### src/sdk_params.svh
// Constants for the segment decoder and key readback block
// Summary of operation
// Decode select bit n governs digit n
// Bit set decodes digit, clear bypasses decoder
// Feature bit D2 picks code-B or hex font
// Decoder uses low nibble, ignores D6:D4
// D7 drives decimal point in decoded mode
// Undecoded byte drives point and A to G
// Fixed nibble to segment tables per font
// Group A G and F nodes feed address
// Respond to address zero until self-addressed
// One command re-addresses all devices together
// Shorted node gives 1, open gives 0
// Address source bit D0 factory or user
// Address bits bypass key debounce
// Address nodes must be fixed wiring
// Key registers at 0x1C and 0x1D
// Key registers update after 20ms stable
// Key register change drives interrupt low
// Key register read releases interrupt line
// Key data refreshed every scan cycle
// Host reads keys promptly after interrupt
`ifndef SDK_PARAMS_SVH
`define SDK_PARAMS_SVH

`define SDK_DIGIT_BASE    8'h01
`define SDK_DIGIT_LAST    8'h08
`define SDK_REG_DECODE    8'h09
`define SDK_REG_FEATURE   8'h0E
`define SDK_REG_KEY_A     8'h1C
`define SDK_REG_KEY_B     8'h1D
`define SDK_REG_ADDR_SRC  8'h2D

`define SDK_FEAT_HEX_BIT  2
`define SDK_ADDR_USER_BIT 0
`define SDK_KEY_F_BIT     1
`define SDK_KEY_G_BIT     0

`define SDK_RST_BYTE      8'h00
`define SDK_FACTORY_ADDR  7'h00
`define SDK_UNMAPPED_DATA 8'h00

`define SDK_DEBOUNCE_MS   20
`define SDK_CLK_KHZ       100000
`define SDK_DB_CNT_W      21

`endif

### src/sdk_pkg.sv
// Types shared by the segment decoder and key readback block
`include "sdk_params.svh"

package sdk_pkg;

    typedef enum logic [1:0] {
        SDK_DB_IDLE   = 2'b01,
        SDK_DB_SETTLE = 2'b10
    } sdk_db_e;

    typedef logic [`SDK_DB_CNT_W-1:0] sdk_cnt_t;

    typedef struct packed {
        logic [7:0][7:0] digit;
        logic [7:0][7:0] seg;
        logic [7:0]      decode_sel;
        logic [7:0]      feature;
        logic [7:0]      addr_src;
        logic [7:0]      key_a;
        logic [7:0]      key_b;
        logic [7:0]      samp_a;
        logic [7:0]      samp_b;
        logic [1:0]      addr_nodes;
        logic [6:0]      bus_addr;
        sdk_cnt_t        db_cnt;
        sdk_db_e         db_st;
        logic            irq_act;
        logic [7:0]      rd_data;
    } sdk_state_s;

endpackage

### src/sdk_codec.sv
// Segment decode, key readback with debounce, and bus self-addressing
`timescale 1ns/1ns
`default_nettype none
`include "sdk_params.svh"

module sdk_codec #(
    parameter int DEBOUNCE_CYC = `SDK_DEBOUNCE_MS * `SDK_CLK_KHZ
) (
    input  wire logic        mclk,
    input  wire logic        rst_b,
    input  wire logic [7:0]  reg_addr,
    input  wire logic        wr_stb,
    input  wire logic [7:0]  wr_data,
    input  wire logic        rd_stb,
    output logic      [7:0]  rd_data,
    input  wire logic        scan_tick,
    input  wire logic [7:0]  key_group_a,
    input  wire logic [7:0]  key_group_b,
    output logic      [63:0] digit_segments,
    output logic      [6:0]  bus_addr,
    output logic             irq_o,
    output logic             irq_oe
);
    import sdk_pkg::*;

    localparam sdk_cnt_t DB_LAST = sdk_cnt_t'(DEBOUNCE_CYC - 1);

    sdk_state_s      st_r;
    sdk_state_s      st_nxt;
    logic [7:0][7:0] dec_seg;
    logic [7:0]      mask_a;
    logic [7:0]      scan_a;
    logic            user_addr;
    logic            key_read;

    genvar gi;
    generate
        for (gi = 0; gi < 8; gi++) begin : g_digit
            sdk_font_decoder u_font (
                .digit_byte (st_r.digit[gi]),
                .decode_en  (st_r.decode_sel[gi]),
                .hex_font   (st_r.feature[`SDK_FEAT_HEX_BIT]),
                .seg        (dec_seg[gi])
            );
        end
    endgenerate

    always_comb begin
        st_nxt    = st_r;
        user_addr = st_r.addr_src[`SDK_ADDR_USER_BIT];
        // Address nodes are not keys while self-addressing is on
        mask_a    = 8'hFF;
        if (user_addr) begin
            mask_a[`SDK_KEY_F_BIT] = 1'b0;
            mask_a[`SDK_KEY_G_BIT] = 1'b0;
        end
        scan_a    = key_group_a & mask_a;
        key_read  = rd_stb && (reg_addr == `SDK_REG_KEY_A
                               || reg_addr == `SDK_REG_KEY_B);

        // Register writes
        if (wr_stb) begin
            if (reg_addr >= `SDK_DIGIT_BASE && reg_addr <= `SDK_DIGIT_LAST) begin
                st_nxt.digit[3'(reg_addr - `SDK_DIGIT_BASE)] = wr_data;
            end
            case (reg_addr)
                `SDK_REG_DECODE:   st_nxt.decode_sel = wr_data;
                `SDK_REG_FEATURE:  st_nxt.feature    = wr_data;
                `SDK_REG_ADDR_SRC: st_nxt.addr_src   = wr_data;
                default: ;
            endcase
        end

        // Register reads answer one cycle after the strobe
        if (rd_stb) begin
            st_nxt.rd_data = `SDK_UNMAPPED_DATA;
            if (reg_addr >= `SDK_DIGIT_BASE && reg_addr <= `SDK_DIGIT_LAST) begin
                st_nxt.rd_data = st_r.digit[3'(reg_addr - `SDK_DIGIT_BASE)];
            end
            case (reg_addr)
                `SDK_REG_DECODE:   st_nxt.rd_data = st_r.decode_sel;
                `SDK_REG_FEATURE:  st_nxt.rd_data = st_r.feature;
                `SDK_REG_ADDR_SRC: st_nxt.rd_data = st_r.addr_src;
                `SDK_REG_KEY_A:    st_nxt.rd_data = st_r.key_a;
                `SDK_REG_KEY_B:    st_nxt.rd_data = st_r.key_b;
                default: ;
            endcase
        end

        // Segment drive registered so the pins never glitch between digits
        st_nxt.seg = dec_seg;

        // Address nodes follow every scan with no debounce
        if (scan_tick) begin
            st_nxt.addr_nodes = {key_group_a[`SDK_KEY_F_BIT],
                                 key_group_a[`SDK_KEY_G_BIT]};
        end
        // A write to the source register re-addresses every device at once
        if (user_addr) begin
            st_nxt.bus_addr = {5'h00, st_r.addr_nodes};
        end else begin
            st_nxt.bus_addr = `SDK_FACTORY_ADDR;
        end

        // Interrupt clear from the read; a commit below that changes the key data overrides it
        if (key_read) begin
            st_nxt.irq_act = 1'b0;
        end

        // Debounce: any change in a scan outside the masked address nodes restarts the stability window
        case (st_r.db_st)
            SDK_DB_IDLE: begin
                if (scan_tick && (scan_a != st_r.samp_a
                                  || key_group_b != st_r.samp_b)) begin
                    st_nxt.samp_a = scan_a;
                    st_nxt.samp_b = key_group_b;
                    st_nxt.db_cnt = '0;
                    st_nxt.db_st  = SDK_DB_SETTLE;
                end
            end
            SDK_DB_SETTLE: begin
                if (scan_tick && (scan_a != st_r.samp_a
                                  || key_group_b != st_r.samp_b)) begin
                    st_nxt.samp_a = scan_a;
                    st_nxt.samp_b = key_group_b;
                    st_nxt.db_cnt = '0;
                end else if (st_r.db_cnt >= DB_LAST) begin
                    st_nxt.key_a = st_r.samp_a;
                    st_nxt.key_b = st_r.samp_b;
                    st_nxt.db_st = SDK_DB_IDLE;
                    if (st_r.samp_a != st_r.key_a || st_r.samp_b != st_r.key_b) begin
                        st_nxt.irq_act = 1'b1;
                    end
                end else begin
                    st_nxt.db_cnt = st_r.db_cnt + 1'b1;
                end
            end
            default: begin
                st_nxt.db_st  = SDK_DB_IDLE;
                st_nxt.db_cnt = '0;
            end
        endcase

        // Address bits leaving key duty must not linger as stale key data
        st_nxt.key_a = st_nxt.key_a & mask_a;
    end

    always_ff @(posedge mclk) begin
        if (!rst_b) begin
            st_r       <= '0;
            st_r.db_st <= SDK_DB_IDLE;
        end else begin
            st_r <= st_nxt;
        end
    end

    assign rd_data        = st_r.rd_data;
    assign digit_segments = st_r.seg;
    assign bus_addr       = st_r.bus_addr;
    // Open-drain: only ever pulls low, released otherwise
    assign irq_o          = 1'b0;
    assign irq_oe         = st_r.irq_act;

endmodule // sdk_codec

`default_nettype wire

### src/sdk_font_decoder.sv
// Per-digit font decoder and decoder bypass
`timescale 1ns/1ns
`default_nettype none

module sdk_font_decoder (
    input  wire logic [7:0] digit_byte,
    input  wire logic       decode_en,
    input  wire logic       hex_font,
    output logic      [7:0] seg
);

    logic [6:0] glyph;

    // Segment order is A..G in bits 6..0
    always_comb begin
        glyph = 7'h00;
        case (digit_byte[3:0])
            4'h0: glyph = 7'h7E;
            4'h1: glyph = 7'h30;
            4'h2: glyph = 7'h6D;
            4'h3: glyph = 7'h79;
            4'h4: glyph = 7'h33;
            4'h5: glyph = 7'h5B;
            4'h6: glyph = 7'h5F;
            4'h7: glyph = 7'h70;
            4'h8: glyph = 7'h7F;
            4'h9: glyph = 7'h7B;
            4'hA: glyph = hex_font ? 7'h77 : 7'h01;
            4'hB: glyph = hex_font ? 7'h1F : 7'h4F;
            4'hC: glyph = hex_font ? 7'h4E : 7'h37;
            4'hD: glyph = hex_font ? 7'h3D : 7'h0E;
            4'hE: glyph = hex_font ? 7'h4F : 7'h67;
            4'hF: glyph = hex_font ? 7'h47 : 7'h00;
            default: glyph = 7'h00;
        endcase
        if (decode_en) begin
            seg = {digit_byte[7], glyph};
        end else begin
            seg = digit_byte;
        end
    end

endmodule // sdk_font_decoder

`default_nettype wire

### config.mk
export PLATFORM = sky130hd
export DESIGN_NAME = sdk_codec
export DESIGN_NICKNAME = d
export VERILOG_FILES = /design/src/sdk_pkg.sv /design/src/sdk_codec.sv /design/src/sdk_font_decoder.sv
export VERILOG_INCLUDE_DIRS = /design/src
export SDC_FILE = /design/constraint.sdc
export NUM_CORES = 1
export LEC_CHECK = 0
export BUFFER_PORTS_ARGS = -buffer_cell sky130_fd_sc_hd__buf_4
export CAP_MARGIN = 10
export CORE_ASPECT_RATIO = 2
export CORE_MARGIN = 2
export CORE_UTILIZATION = 35
export CTS_BUF_LIST = sky130_fd_sc_hd__clkbuf_8
export DETAILED_ROUTE_END_ITERATION = 10
export SLEW_MARGIN = 25
export SYNTH_ARGS = -nofsm -noshare
export SYNTH_HDL_FRONTEND = slang
export SYNTH_SLANG_ARGS = --single-unit
export TNS_END_PERCENT = 50
### constraint.sdc
create_clock -name mclk -period 4.26 [get_ports mclk]
set_clock_uncertainty 0.1 [all_clocks]
set_input_delay 0.852 -clock mclk [delete_from_list [all_inputs] [get_ports mclk]]
set_output_delay 0.852 -clock mclk [all_outputs]
set_load 0.05 [all_outputs]
[After elaboration in Yosys (flattened, before gate mapping)]
Cells that the tools add are included.
Word-level totals
  bits in registers: 225
  bits in latches: 0
  bits in writable memories: 0
  memory bits (read-only): 0
  bits of input ports: 37
  logic and storage cells: 242
  memories: 0
Cells by class
  add/sub/neg operators: 2
  multipliers: 0
  div/mod/pow operators: 0
  magnitude comparators: 5
  equality and inequality tests: 135
  shift operators: 0
  mux-type cells: 42
  bitwise logic cells: 3
  reduce and logical (&&, ||, !) cells: 25
Operators by type and width (number)
  one-hot mux 7 bit (16 select lines): 8
  equality test 4 bit, second input constant: 64
  equality test 4 x 3 -> 1 bit, second input constant: 32
  two-way mux 7 bit: 12
  bitwise mux 64 bit: 1
  equality test 4 x 2 -> 1 bit, second input constant: 16
  two-way mux 16 bit: 3
  one-hot mux 23 bit (2 select lines): 1
  two-way mux 21 bit: 2
  one-hot mux 8 bit (5 select lines): 1
  equality test 4 x 1 -> 1 bit, second input constant: 8
  logical NOT 4 bit: 8
  inequality test 8 bit: 4
  binary-select mux 8 bit (select 3 bit): 1
  demux 8 bit (select 3 bit): 1
  two-way mux 8 bit: 3
  two-way mux 23 bit: 1
  adder 21 x 1 -> 21 bit, second input constant: 1
  >= comparator 21 bit, second input constant: 1
  bitwise AND 8 bit: 2
  equality test 8 x 4 -> 1 bit, second input constant: 2
  equality test 8 x 5 -> 1 bit, second input constant: 2
  AND reduction 2 bit: 7
  two-way mux 6 bit: 2
  18 further kinds: 29

[Logic depth before layout (Yosys ltp)]
Gate-level depths: netlist of run 1.
  word-level depth: 8
  mapped depth: 10
  mapped depth without buffers: 8

[By module]
A second synthesis of run 1 with hierarchy kept.
Unflattened totals
  cells, all modules: 1629
  area, all modules: 13279.0 um^2
By module, submodules not included
  sdk_codec: times used 1, cells each 1101, area each 10055.9 um^2
  sdk_font_decoder: times used 8, cells each 66, area each 402.9 um^2

[Least setup slack after synthesis of run 1]
OpenSTA, ideal clock, no wires.
  path type: in2reg
  from: in reg_addr[0]
  to: reg st_r[201] (netlist name)
  library setup time: 0.116 ns
  data arrival time: 3.122 ns
  slack: 0.922 ns
  stages on the path: 9
  path buffers: 1
  cell sequence: clkbuf_1 inv_1 ha_1 nor3b_1 o2bb2ai_1 nand4_1 nor2_2 mux2i_1 nor2b_1
Between the ends
  cells in the longest elaborated chain, start to end: 6
RTL lines
  start: declaration: RTL line sdk_codec.sv:11  | input wire logic [7:0] reg_addr,
  subtractor 3 x 1 -> 3 bit (no source line)
  < comparator 3 x 4 -> 1 bit / >= comparator 3 x 1 -> 1 bit (equally long branches): RTL line sdk_codec.sv:64  | st_nxt.digit[3'(reg_addr - `SDK_DIGIT_BASE)] = wr_data;
  logical AND 1 bit: RTL line sdk_codec.sv:64
  two-way mux 8 bit: RTL line sdk_codec.sv:64
  demux 8 bit (select 3 bit): RTL line sdk_codec.sv:64
  bitwise mux 64 bit: RTL line sdk_codec.sv:64
  end signal: assignment: RTL line sdk_codec.sv:153  | st_r <= st_nxt;
  end: declaration: RTL line sdk_codec.sv:28  | sdk_state_s st_r;
Several ways; a longest one is shown, not always the timed one.
A chain may end at the register's enable or synchronous reset.

[Final worst setup path of run 1]
  from: in reg_addr[0]
  to: reg st_r[170] (netlist name)
Same word-level chain as after synthesis.

==> results of run 1 <==
## Yosys cell counts (8+ instances only)
library cell | n | area (um2)
dfxtp_1 | 220 | 4400
nand2_1 | 219 | 822
clkbuf_1 | 124 | 465
mux2i_1 | 102 | 1020
nor2b_1 | 84 | 526
buf_4 | 82 | 616
a21oi_1 | 78 | 390
nand3_1 | 75 | 375
o21ai_0 | 75 | 375
nor2_1 | 69 | 259
a21boi_0 | 49 | 368
xnor2_1 | 28 | 245
o211ai_1 | 27 | 203
nand2b_1 | 26 | 163
inv_1 | 20 | 75.1
nand4_1 | 19 | 119
a31oi_1 | 16 | 100
mux4_2 | 16 | 360
and2_1 | 15 | 93.8
buf_1 | 13 | 48.8
xor2_1 | 13 | 114
nand3b_1 | 12 | 90.1
o311ai_0 | 12 | 105
or3_1 | 11 | 68.8
o22ai_1 | 9 | 56.3
a222oi_1 | 8 | 80.1
a2bb2oi_1 | 8 | 70.1
o221a_2 | 8 | 90.1
## sequential cells by signal (all words and copies together), names as in the netlist
| name | flops |
|---|---|
| bus_addr | 2 |
| digit_segments | 64 |
| irq_oe | 1 |
| rd_data | 8 |
| st_r | 145 |
## routing by layer
metal,up-vias,track usage,part of all wire
met5,-,0,0
met4,0,0.104,0.052
met3,85,0.0336,0.049
met2,299,0.349,0.53
met1,5133,0.193,0.37
li1,5258,-,-
## layout make-up
type | instances | area share
clock inverters | 15 | 0.00711
flip-flops and latches | 220 | 0.321
clock buffers | 43 | 0.0431
inverters | 20 | 0.00547
multi-input cells | 1094 | 0.515
diodes | 1 | 0.000182
well taps | 450 | 0.0410
repair buffers | 121 | 0.0671
## worst register-to-register path, delay by kind of cell, from the launching register on
family / cells / cell delay, ns
compound gates: 4 / 1.07
flops: 1 / 0.36
simple gates: 2 / 1.06
## power by group through the flow
| stage | Clock, mW | Sequential, mW | Combinational (mW) |
|---|---|---|---|
| after floorplan | 0 | 2.18 | 0.400 |
| after global placement | 0 | 2.19 | 0.527 |
| after detailed placement | 0 | 2.19 | 0.539 |
| after CTS | 1.90 | 2.15 | 0.540 |
| after global routing | 1.97 | 2.15 | 0.587 |
| final | 1.83 | 2.15 | 0.537 |
## worst max-delay path by stage
stage,from,slack (ns),end,cells after the start
2_1_floorplan,reg_addr[0],0.92,st_r[201],9
3_3_place_gp,reg_addr[0],0.81,st_r[169],9
3_5_place_dp,reg_addr[0],0.69,st_r[170],9
4_1_cts,reg_addr[0],1.26,st_r[170],9
5_1_grt,reg_addr[0],1.04,st_r[191],9
6_report,reg_addr[0],1.22,st_r[170],9
## cell families (layout without fill, tap and decap cells)
logic type               after synthesis  after routing  share of synthesized area
other                                  1              7                   0.000296
multiplexers                         118            118                      0.109
AND/OR/NAND/NOR                      576            576                      0.226
flip-flops                           220            220                      0.347
adder cells (fa/ha/maj)                7              7                    0.00691
buffers and inverters                243            199                     0.0971
XOR/XNOR                              41             41                     0.0283
AO/OA/AOI/OAI                        346            346                      0.185
==> out/metrics.yaml, run 1 <==
outcome:
  status: "finished, final reports clean"
route:
  wirelength_um: 36000
  route.detailed.drc: 0
  drtIter0Drc: 675
  via_count: 10800
  avgViaCountPerCell: 5.49
  post_drt_wl_per_cell_um: 18.3
  postRouteAntennaNets: 0
  dr.pass1.iters: 5
worst_hold_path:
  worstHoldEndpoint: "st_r[77]"
  min_path_cells: 2
  hold_start: "st_r[77]"
  hp-class: "reg2reg"
logic_synthesis:
  synth_edf_count: 0
  yosysWarnings: 0
  syn_area_per_cell_um2: 8.17
  yosysSeqAreaShare: 0.347
  synth-async-reset-ratio: 0
  ys_seq_elements: 220
  synthCells: 1552
  synth_cell_types: 72
  synth_area_mm2: 0.0127
  ys.flop_type: "dfxtp_1"
cts:
  cts_tree: "built"
  clockBufferDepth: 3
  cts_setup_buffers: 0
  path_clk_slew_ns: 0.06
  cts.sinks: 220
  ctsHoldBuffers: 0
  clk_latency_ns: 0.54
  cts_root_buf: "clkbuf_8"
  cts_resized: 0
  cts_buffers: 34
  cts_max_level: 2
power:
  swShare: 0.274
  p_clk_frac: 0.406
  power_mw: 4.52
  pwr_density_cell_mw_per_mm2: 329
  peakVddDrop_mv: 0.279
  p_sw_mw: 1.24
  p_int_mw: 3.28
  comb_power_share: 0.119
  power_frac_seq: 0.475
  power.leakage_nw: 4.97
grt:
  grt_use_total: 0.186
  grt_pass1_vias: 10300
  grt_max_degree: 83
  antenna_found_initial: 1
  grt_pass1_wl_um: 57000
  overflow: 0
finish:
  mostFrequentLayoutCells: "nand2_1 (219), dfxtp_1 (219), buf_4 (120)"
  regArea_mm2: 0.00441
  nNetsFinal: 1535
  drive_gt1_frac: 0.140
  post-route-util: 0.385
  stdcell_area_mm2: 0.0137
  fin_cells: 1964
  fill_cells: 3605
  multi_input_area_mm2: 0.00707
  areaGrowthSynthToFinish_pct: 8.28
worst_setup_path:
  rr_endpoint: "st_r[21]"
  r2r_start: "st_r[24]"
  arrival_ns: 3.36
  ff2ff_setup_slack_ns: 1.61
  critical_path_class: "in2reg"
  slowest_delay_ns: 0.61
  r2r_cells: 6
  crit_required_ns: 4.58
  end_kind: "flip-flop"
  critPathLaunchType: "input pin"
  critPathTopFamily: "simple AND/OR/NAND/NOR gates"
  path_buf_inv: 2
  path_max_fanout: 20
  crit_path_top_delay_cell: "nor2_2"
  path_cells: "buf_4 > inv_1 > ha_1 > nor3b_1 > o2bb2ai_1 > nand4_1 > nor2_2 > mux2i_1 > nor2b_1"
sta:
  timing.hold.ws_ns: 0.368
  layout_setup_ws_ns: 1.22
  setup_viol: 0
  fin_setup_tns_ns: 0
  slew_headroom: 0.392
  max_freq_mhz: 329
  tightest_slew_ns: 0.912
  slew_violations: 0
  rsz0062_at_grt: "no"
  post-route-period-util: 0.713
  fin_crit_ns: 3.04
  hold_viol: 0
floorplanning:
  rows: 98
  io_pins: 118
  core_area_mm2: 0.0357
  start_util: 0.355
  die_h_um: 273
  die_x_um: 139
  die-area_mm2: 0.0378
placement:
  dp_cells: 1905
  io_buffers: 111
  placed_area_mm2: 0.0130
  place_congestion: 0.861
  place_ws_ns: 0.687
  dp_hpwl_um: 25900
flow_run:
  cap_violations: 0
Note: power is estimated with default switching activity, not from simulation.
==> run 2, diff against run 1 <==
- clock period: 4.26 -> 2.7 ns (I/O delays scaled with it)
==> out/metrics.yaml, run 2 (synthesized netlist as in run 1, its figures left out) <==
placement:
  dp_cells: 1932  # +1.4%
  io_buffers: 111  # unchanged
  dp_hpwl_um: 26200  # +1.0%
  place_ws_ns: 0.0661  # -0.621 ns
  place_congestion: 0.855  # -0.72%
  placed_area_mm2: 0.0133  # +1.8%
finish:
  regArea_mm2: 0.00441  # about the same
  largest-register: "st_r"
  largest_reg_flops: 145  # unchanged
  layout_commonest_cell: "nand2_1"
  fill_cells: 3651  # +1.3%
  mostFrequentLayoutCells: "nand2_1 (219), dfxtp_1 (218), buf_4 (145)"
  post-route-util: 0.393  # +0.00821
  stdcell_area_mm2: 0.0140  # +2.1%
  drive_gt1_frac: 0.156  # +0.0161
  fin_cells: 1994  # +1.5%
  multi_input_area_mm2: 0.00709  # +0.37%
  nNetsFinal: 1562  # +1.8%
  areaGrowthSynthToFinish_pct: 10.6
route:
  avgViaCountPerCell: 5.49  # about the same
  drtIter0Drc: 821  # +22%
  via_count: 11000  # +1.6%
  dr.pass1.iters: 5  # unchanged
  postRouteAntennaNets: 0  # unchanged
  route.detailed.drc: 0  # unchanged
  post_drt_wl_per_cell_um: 18.1  # -1.1%
  wirelength_um: 36200  # +0.43%
cts:
  cts.sinks: 220  # unchanged
  cts_buffers: 34  # unchanged
  ctsHoldBuffers: 0  # unchanged
  cts_root_buf: "clkbuf_8"
  path_clk_slew_ns: 0.07  # about the same
  clk_latency_ns: 0.55  # about the same
  clockBufferDepth: 3  # unchanged
  cts_max_level: 2  # unchanged
  cts_tree: "built"
power:
  peakVddDrop_mv: 0.454  # +63%
  power_frac_seq: 0.465  # -0.010
  p_clk_frac: 0.416  # +0.010
  power_mw: 7.30  # +62%
  p_sw_mw: 1.99  # +61%
  pwr_density_cell_mw_per_mm2: 521  # +58%
  p_int_mw: 5.31  # +62%
  power.leakage_nw: 5.14  # +3.5%
  comb_power_share: 0.119  # about the same
  swShare: 0.273  # -0.000982
floorplanning:
  io_pins: 118  # unchanged
  rows: 98  # unchanged
  die_h_um: 273  # unchanged
  die-area_mm2: 0.0378  # unchanged
  die_x_um: 139  # unchanged
  core_area_mm2: 0.0357  # unchanged
  start_util: 0.355  # unchanged
sta:
  hold_viol: 0  # unchanged
  slew_headroom: 0.487  # +0.0959
  fin_setup_tns_ns: 0  # unchanged
  post-route-period-util: 0.958
  fin_crit_ns: 2.59
  max_freq_mhz: 387
  tightest_slew_ns: 0.768  # -0.144 ns
  slew_violations: 0  # unchanged
  timing.hold.ws_ns: 0.151  # -0.217 ns
  setup_viol: 0  # unchanged
  layout_setup_ws_ns: 0.114  # -1.11 ns
  rsz0062_at_grt: "yes"
worst_setup_path:
  crit_start: "st_r[23]"
  crit_required_ns: 3.06  # -1.52 ns
  end_kind: "flip-flop"
  critical_path_class: "reg2reg"
  critPathLaunchType: "flip-flop"
  path_max_fanout: 17  # -15%
  arrival_ns: 2.95  # -0.41 ns
  r2r_start: "st_r[23]"
grt:
  grt_pass1_wl_um: 58000  # +1.7%
  grt_use_total: 0.187  # +0.000708
  antenna_found_initial: 1  # unchanged
  grt_pass1_vias: 10800  # +4.6%
  overflow: 0  # unchanged
  grt_max_degree: 66  # -20%
worst_hold_path:
  hp-class: "in2reg"
  hold_start: "key_group_b[6]"
outcome:
  status: "finished, final reports clean"
flow_run:
  cap_violations: 0  # unchanged
## run 2: cell types whose count changed in the layout (fill, tap and decap cells not counted), sizes merged
cell    previous run  this run
clkbuf            43        40
bufinv             1         3
buf              121       148
inv               26        31
clkinv             6         5
## run 2: final timing paths
check / to / slack, ns / cells past startpoint
setup / recovery: st_r[21] / 0.11 / 6
hold / removal: st_r[47] / 0.15 / 3
setup reg to reg: st_r[21] / 0.11 / 6
hold reg to reg: st_r[77] / 0.37 / 2
## run 2: critical path: stages (launching register included)
cell	delay (ns)
dfxtp_1	0.34
or4_1	0.55
o32a_1	0.38
a41oi_4	0.28
o21ai_4	0.17
or4b_1	0.50
a31oi_1	0.17
## run 2: what timing repair did
item,in CTS,in global routing
buffers inserted,0,0
resized for setup,0,4
endpoints found under the setup margin,0,25
## run 2: final cells by class
| type | count | area share |
|---|---|---|
| clock buffers | 40 | 0.0393 |
| clock inverters | 21 | 0.0126 |
| flip-flops and latches | 220 | 0.314 |
| multi-input cells | 1094 | 0.506 |
| diodes | 1 | 0.000179 |
| inverters | 20 | 0.00536 |
| well taps | 450 | 0.0402 |
| repair buffers | 148 | 0.0819 |
## run 2: per-layer routing
layer  vias up  part of all wire  global-route usage
met2       281              0.53               0.353
li1       5314                 -                   -
met4         0             0.045              0.0951
met3        95             0.035              0.0221
met1      5260              0.39               0.204
met5         -                 0                   0
## run 2: power by group through the flow
stage	Clock, mW	Sequential, mW	Combinational [mW]
after detailed placement	0	3.46	0.869
after global placement	0	3.46	0.861
final	3.04	3.39	0.870
after floorplan	0	3.44	0.633
after global routing	3.24	3.40	0.940
after CTS	3.13	3.39	0.872
==> run 3, diff against run 2 <==
- clock period: 2.7 -> 2.8 ns (I/O delays scaled with it)
==> out/metrics.yaml, run 3 (synthesized netlist as in run 1, its figures left out) <==
outcome:
  status: "finished, final reports clean"
cts:
  cts_max_level: 2  # unchanged
  cts_root_buf: "clkbuf_8"
  cts_tree: "built"
  clockBufferDepth: 3  # unchanged
  cts.sinks: 220  # unchanged
  clk_latency_ns: 0.54  # about the same
  cts_buffers: 34  # unchanged
  cts_setup_buffers: 0  # unchanged
  ctsHoldBuffers: 0  # unchanged
  cts_resized: 0  # unchanged
  path_clk_slew_ns: 0.06  # about the same
sta:
  max_freq_mhz: 384  # -0.73%
  post-route-period-util: 0.930  # -0.0274
  timing.hold.ws_ns: 0.198  # +0.0471 ns
  fin_crit_ns: 2.61  # +0.0190 ns
  tightest_slew_ns: 0.828  # +0.0605 ns
  slew_violations: 0  # unchanged
  layout_setup_ws_ns: 0.195  # +0.0810 ns
  rsz0062_at_grt: "no"
  hold_viol: 0  # unchanged
  slew_headroom: 0.447  # -0.0404
  setup_viol: 0  # unchanged
  fin_setup_tns_ns: 0  # unchanged
route:
  route.detailed.drc: 0  # unchanged
  postRouteAntennaNets: 0  # unchanged
  avgViaCountPerCell: 5.52  # +0.44%
  wl_met1_um: 13900  # -0.94%
  post_drt_wl_per_cell_um: 18.1  # about the same
  drtIter0Drc: 976  # +19%
  dr.pass1.iters: 5  # unchanged
  met3_wirelength_um: 1520  # +22%
  wirelength_um: 35900  # -0.74%
  highest_layer: "met4"
  via_count: 10900  # -0.21%
  wl_met2_um: 19000  # -1.5%
grt:
  grt_pass1_wl_um: 57200  # -1.3%
  overflow: 0  # unchanged
  antenna_found_initial: 1  # unchanged
  grt_use_total: 0.185  # -0.00139
  grt_pass1_vias: 10500  # -3.1%
  grt_max_degree: 71  # +7.6%
worst_hold_path:
  hold_start: "key_group_b[0]"
  hp-class: "in2reg"
  min_path_cells: 3  # unchanged
floorplanning:
  core_area_mm2: 0.0357  # unchanged
  io_pins: 118  # unchanged
  rows: 98  # unchanged
  start_util: 0.355  # unchanged
  die_x_um: 139  # unchanged
  die-area_mm2: 0.0378  # unchanged
  die_h_um: 273  # unchanged
finish:
  nNetsFinal: 1554  # -0.51%
  post-route-util: 0.390  # -0.00263
  largest_reg_flops: 145  # unchanged
  drive_gt1_frac: 0.149  # -0.00717
  mostFrequentLayoutCells: "nand2_1 (219), dfxtp_1 (219), buf_4 (137)"
  areaGrowthSynthToFinish_pct: 9.85
  largest-register: "st_r"
worst_setup_path:
  r2r_cells: 6  # unchanged
  r2r_start: "st_r[24]"
  critPathLaunchType: "flip-flop"
  end_kind: "flip-flop"
  critical_path_class: "reg2reg"
  crit_required_ns: 3.16  # +0.10 ns
  arrival_ns: 2.97  # +0.02 ns
  crit_start: "st_r[24]"
  path_max_fanout: 17  # unchanged
power:
  p_sw_mw: 1.87  # -6.2%
  p_clk_frac: 0.412  # -0.004
  pwr_density_cell_mw_per_mm2: 502  # -3.7%
  power.leakage_nw: 5.08  # -1.1%
  p_int_mw: 5.11  # -3.7%
  peakVddDrop_mv: 0.454  # -0.15%
  power_frac_seq: 0.468  # +0.003
  swShare: 0.268  # -0.00517
  power_mw: 6.98  # -4.4%
  comb_power_share: 0.120  # about the same
placement:
  dp_hpwl_um: 25700  # -2.1%
  place_ws_ns: 0.0655  # -0.000592 ns
  io_buffers: 111  # unchanged
  place_congestion: 0.875  # +2.4%
flow_run:
  cap_violations: 0  # unchanged
[run 3: changes by cell type in the layout (fill, tap and decap cells not counted), sizes merged]
cell / delta
buf: -8
clkbuf: +4
bufinv: -1
inv: -5
clkinvlp: -1
clkinv: -2
[run 3: routing by layer]
layer / vias to the layer above / global-route usage
met1: 5246 / 0.203
met5: - / 0
met4: 0 / 0.0854
met2: 313 / 0.351
met3: 81 / 0.0244
li1: 5287 / -
[run 3: final cells by class]
class	instances	area, um2
antenna	1	2.50
timing repair buffer	140	1090
multi-input combinational	1094	7080
clock buffer	44	606
clock inverter	12	105
sequential	220	4410
inverter	20	75.1
fill	3624	21800
tap	450	563
[run 3: final timing paths]
kind | to | slack (ns)
worst max-delay path | st_r[21] | 0.19
worst min-delay path | st_r[41] | 0.20
worst max register to register | st_r[21] | 0.19
worst min register to register | st_r[80] | 0.37
[run 3: worst max-delay path: stages, from the launching register on]
cell,delay [ns]
dfxtp_1,0.35
or4_1,0.55
o32a_1,0.36
a41oi_2,0.31
o21ai_4,0.19
or4b_1,0.50
a31oi_1,0.17
[run 3: stage by stage]
stage,cell area (um2),instances
2_1_floorplan,12700,1557
3_3_place_gp,13200,1924
3_5_place_dp,13200,1924
4_1_cts,13900,1980
5_1_grt,13900,1981
6_report,13900,1981
[run 3: power groups by stage]
stage               Sequential, mW  Combinational [mW]  Clock [mW]
floorplan                     3.32               0.610           0
global route                  3.28               0.904        3.09
finish                        3.27               0.835        2.88
global placement              3.33               0.828           0
CTS                           3.27               0.840        2.97
detailed placement            3.34               0.839           0
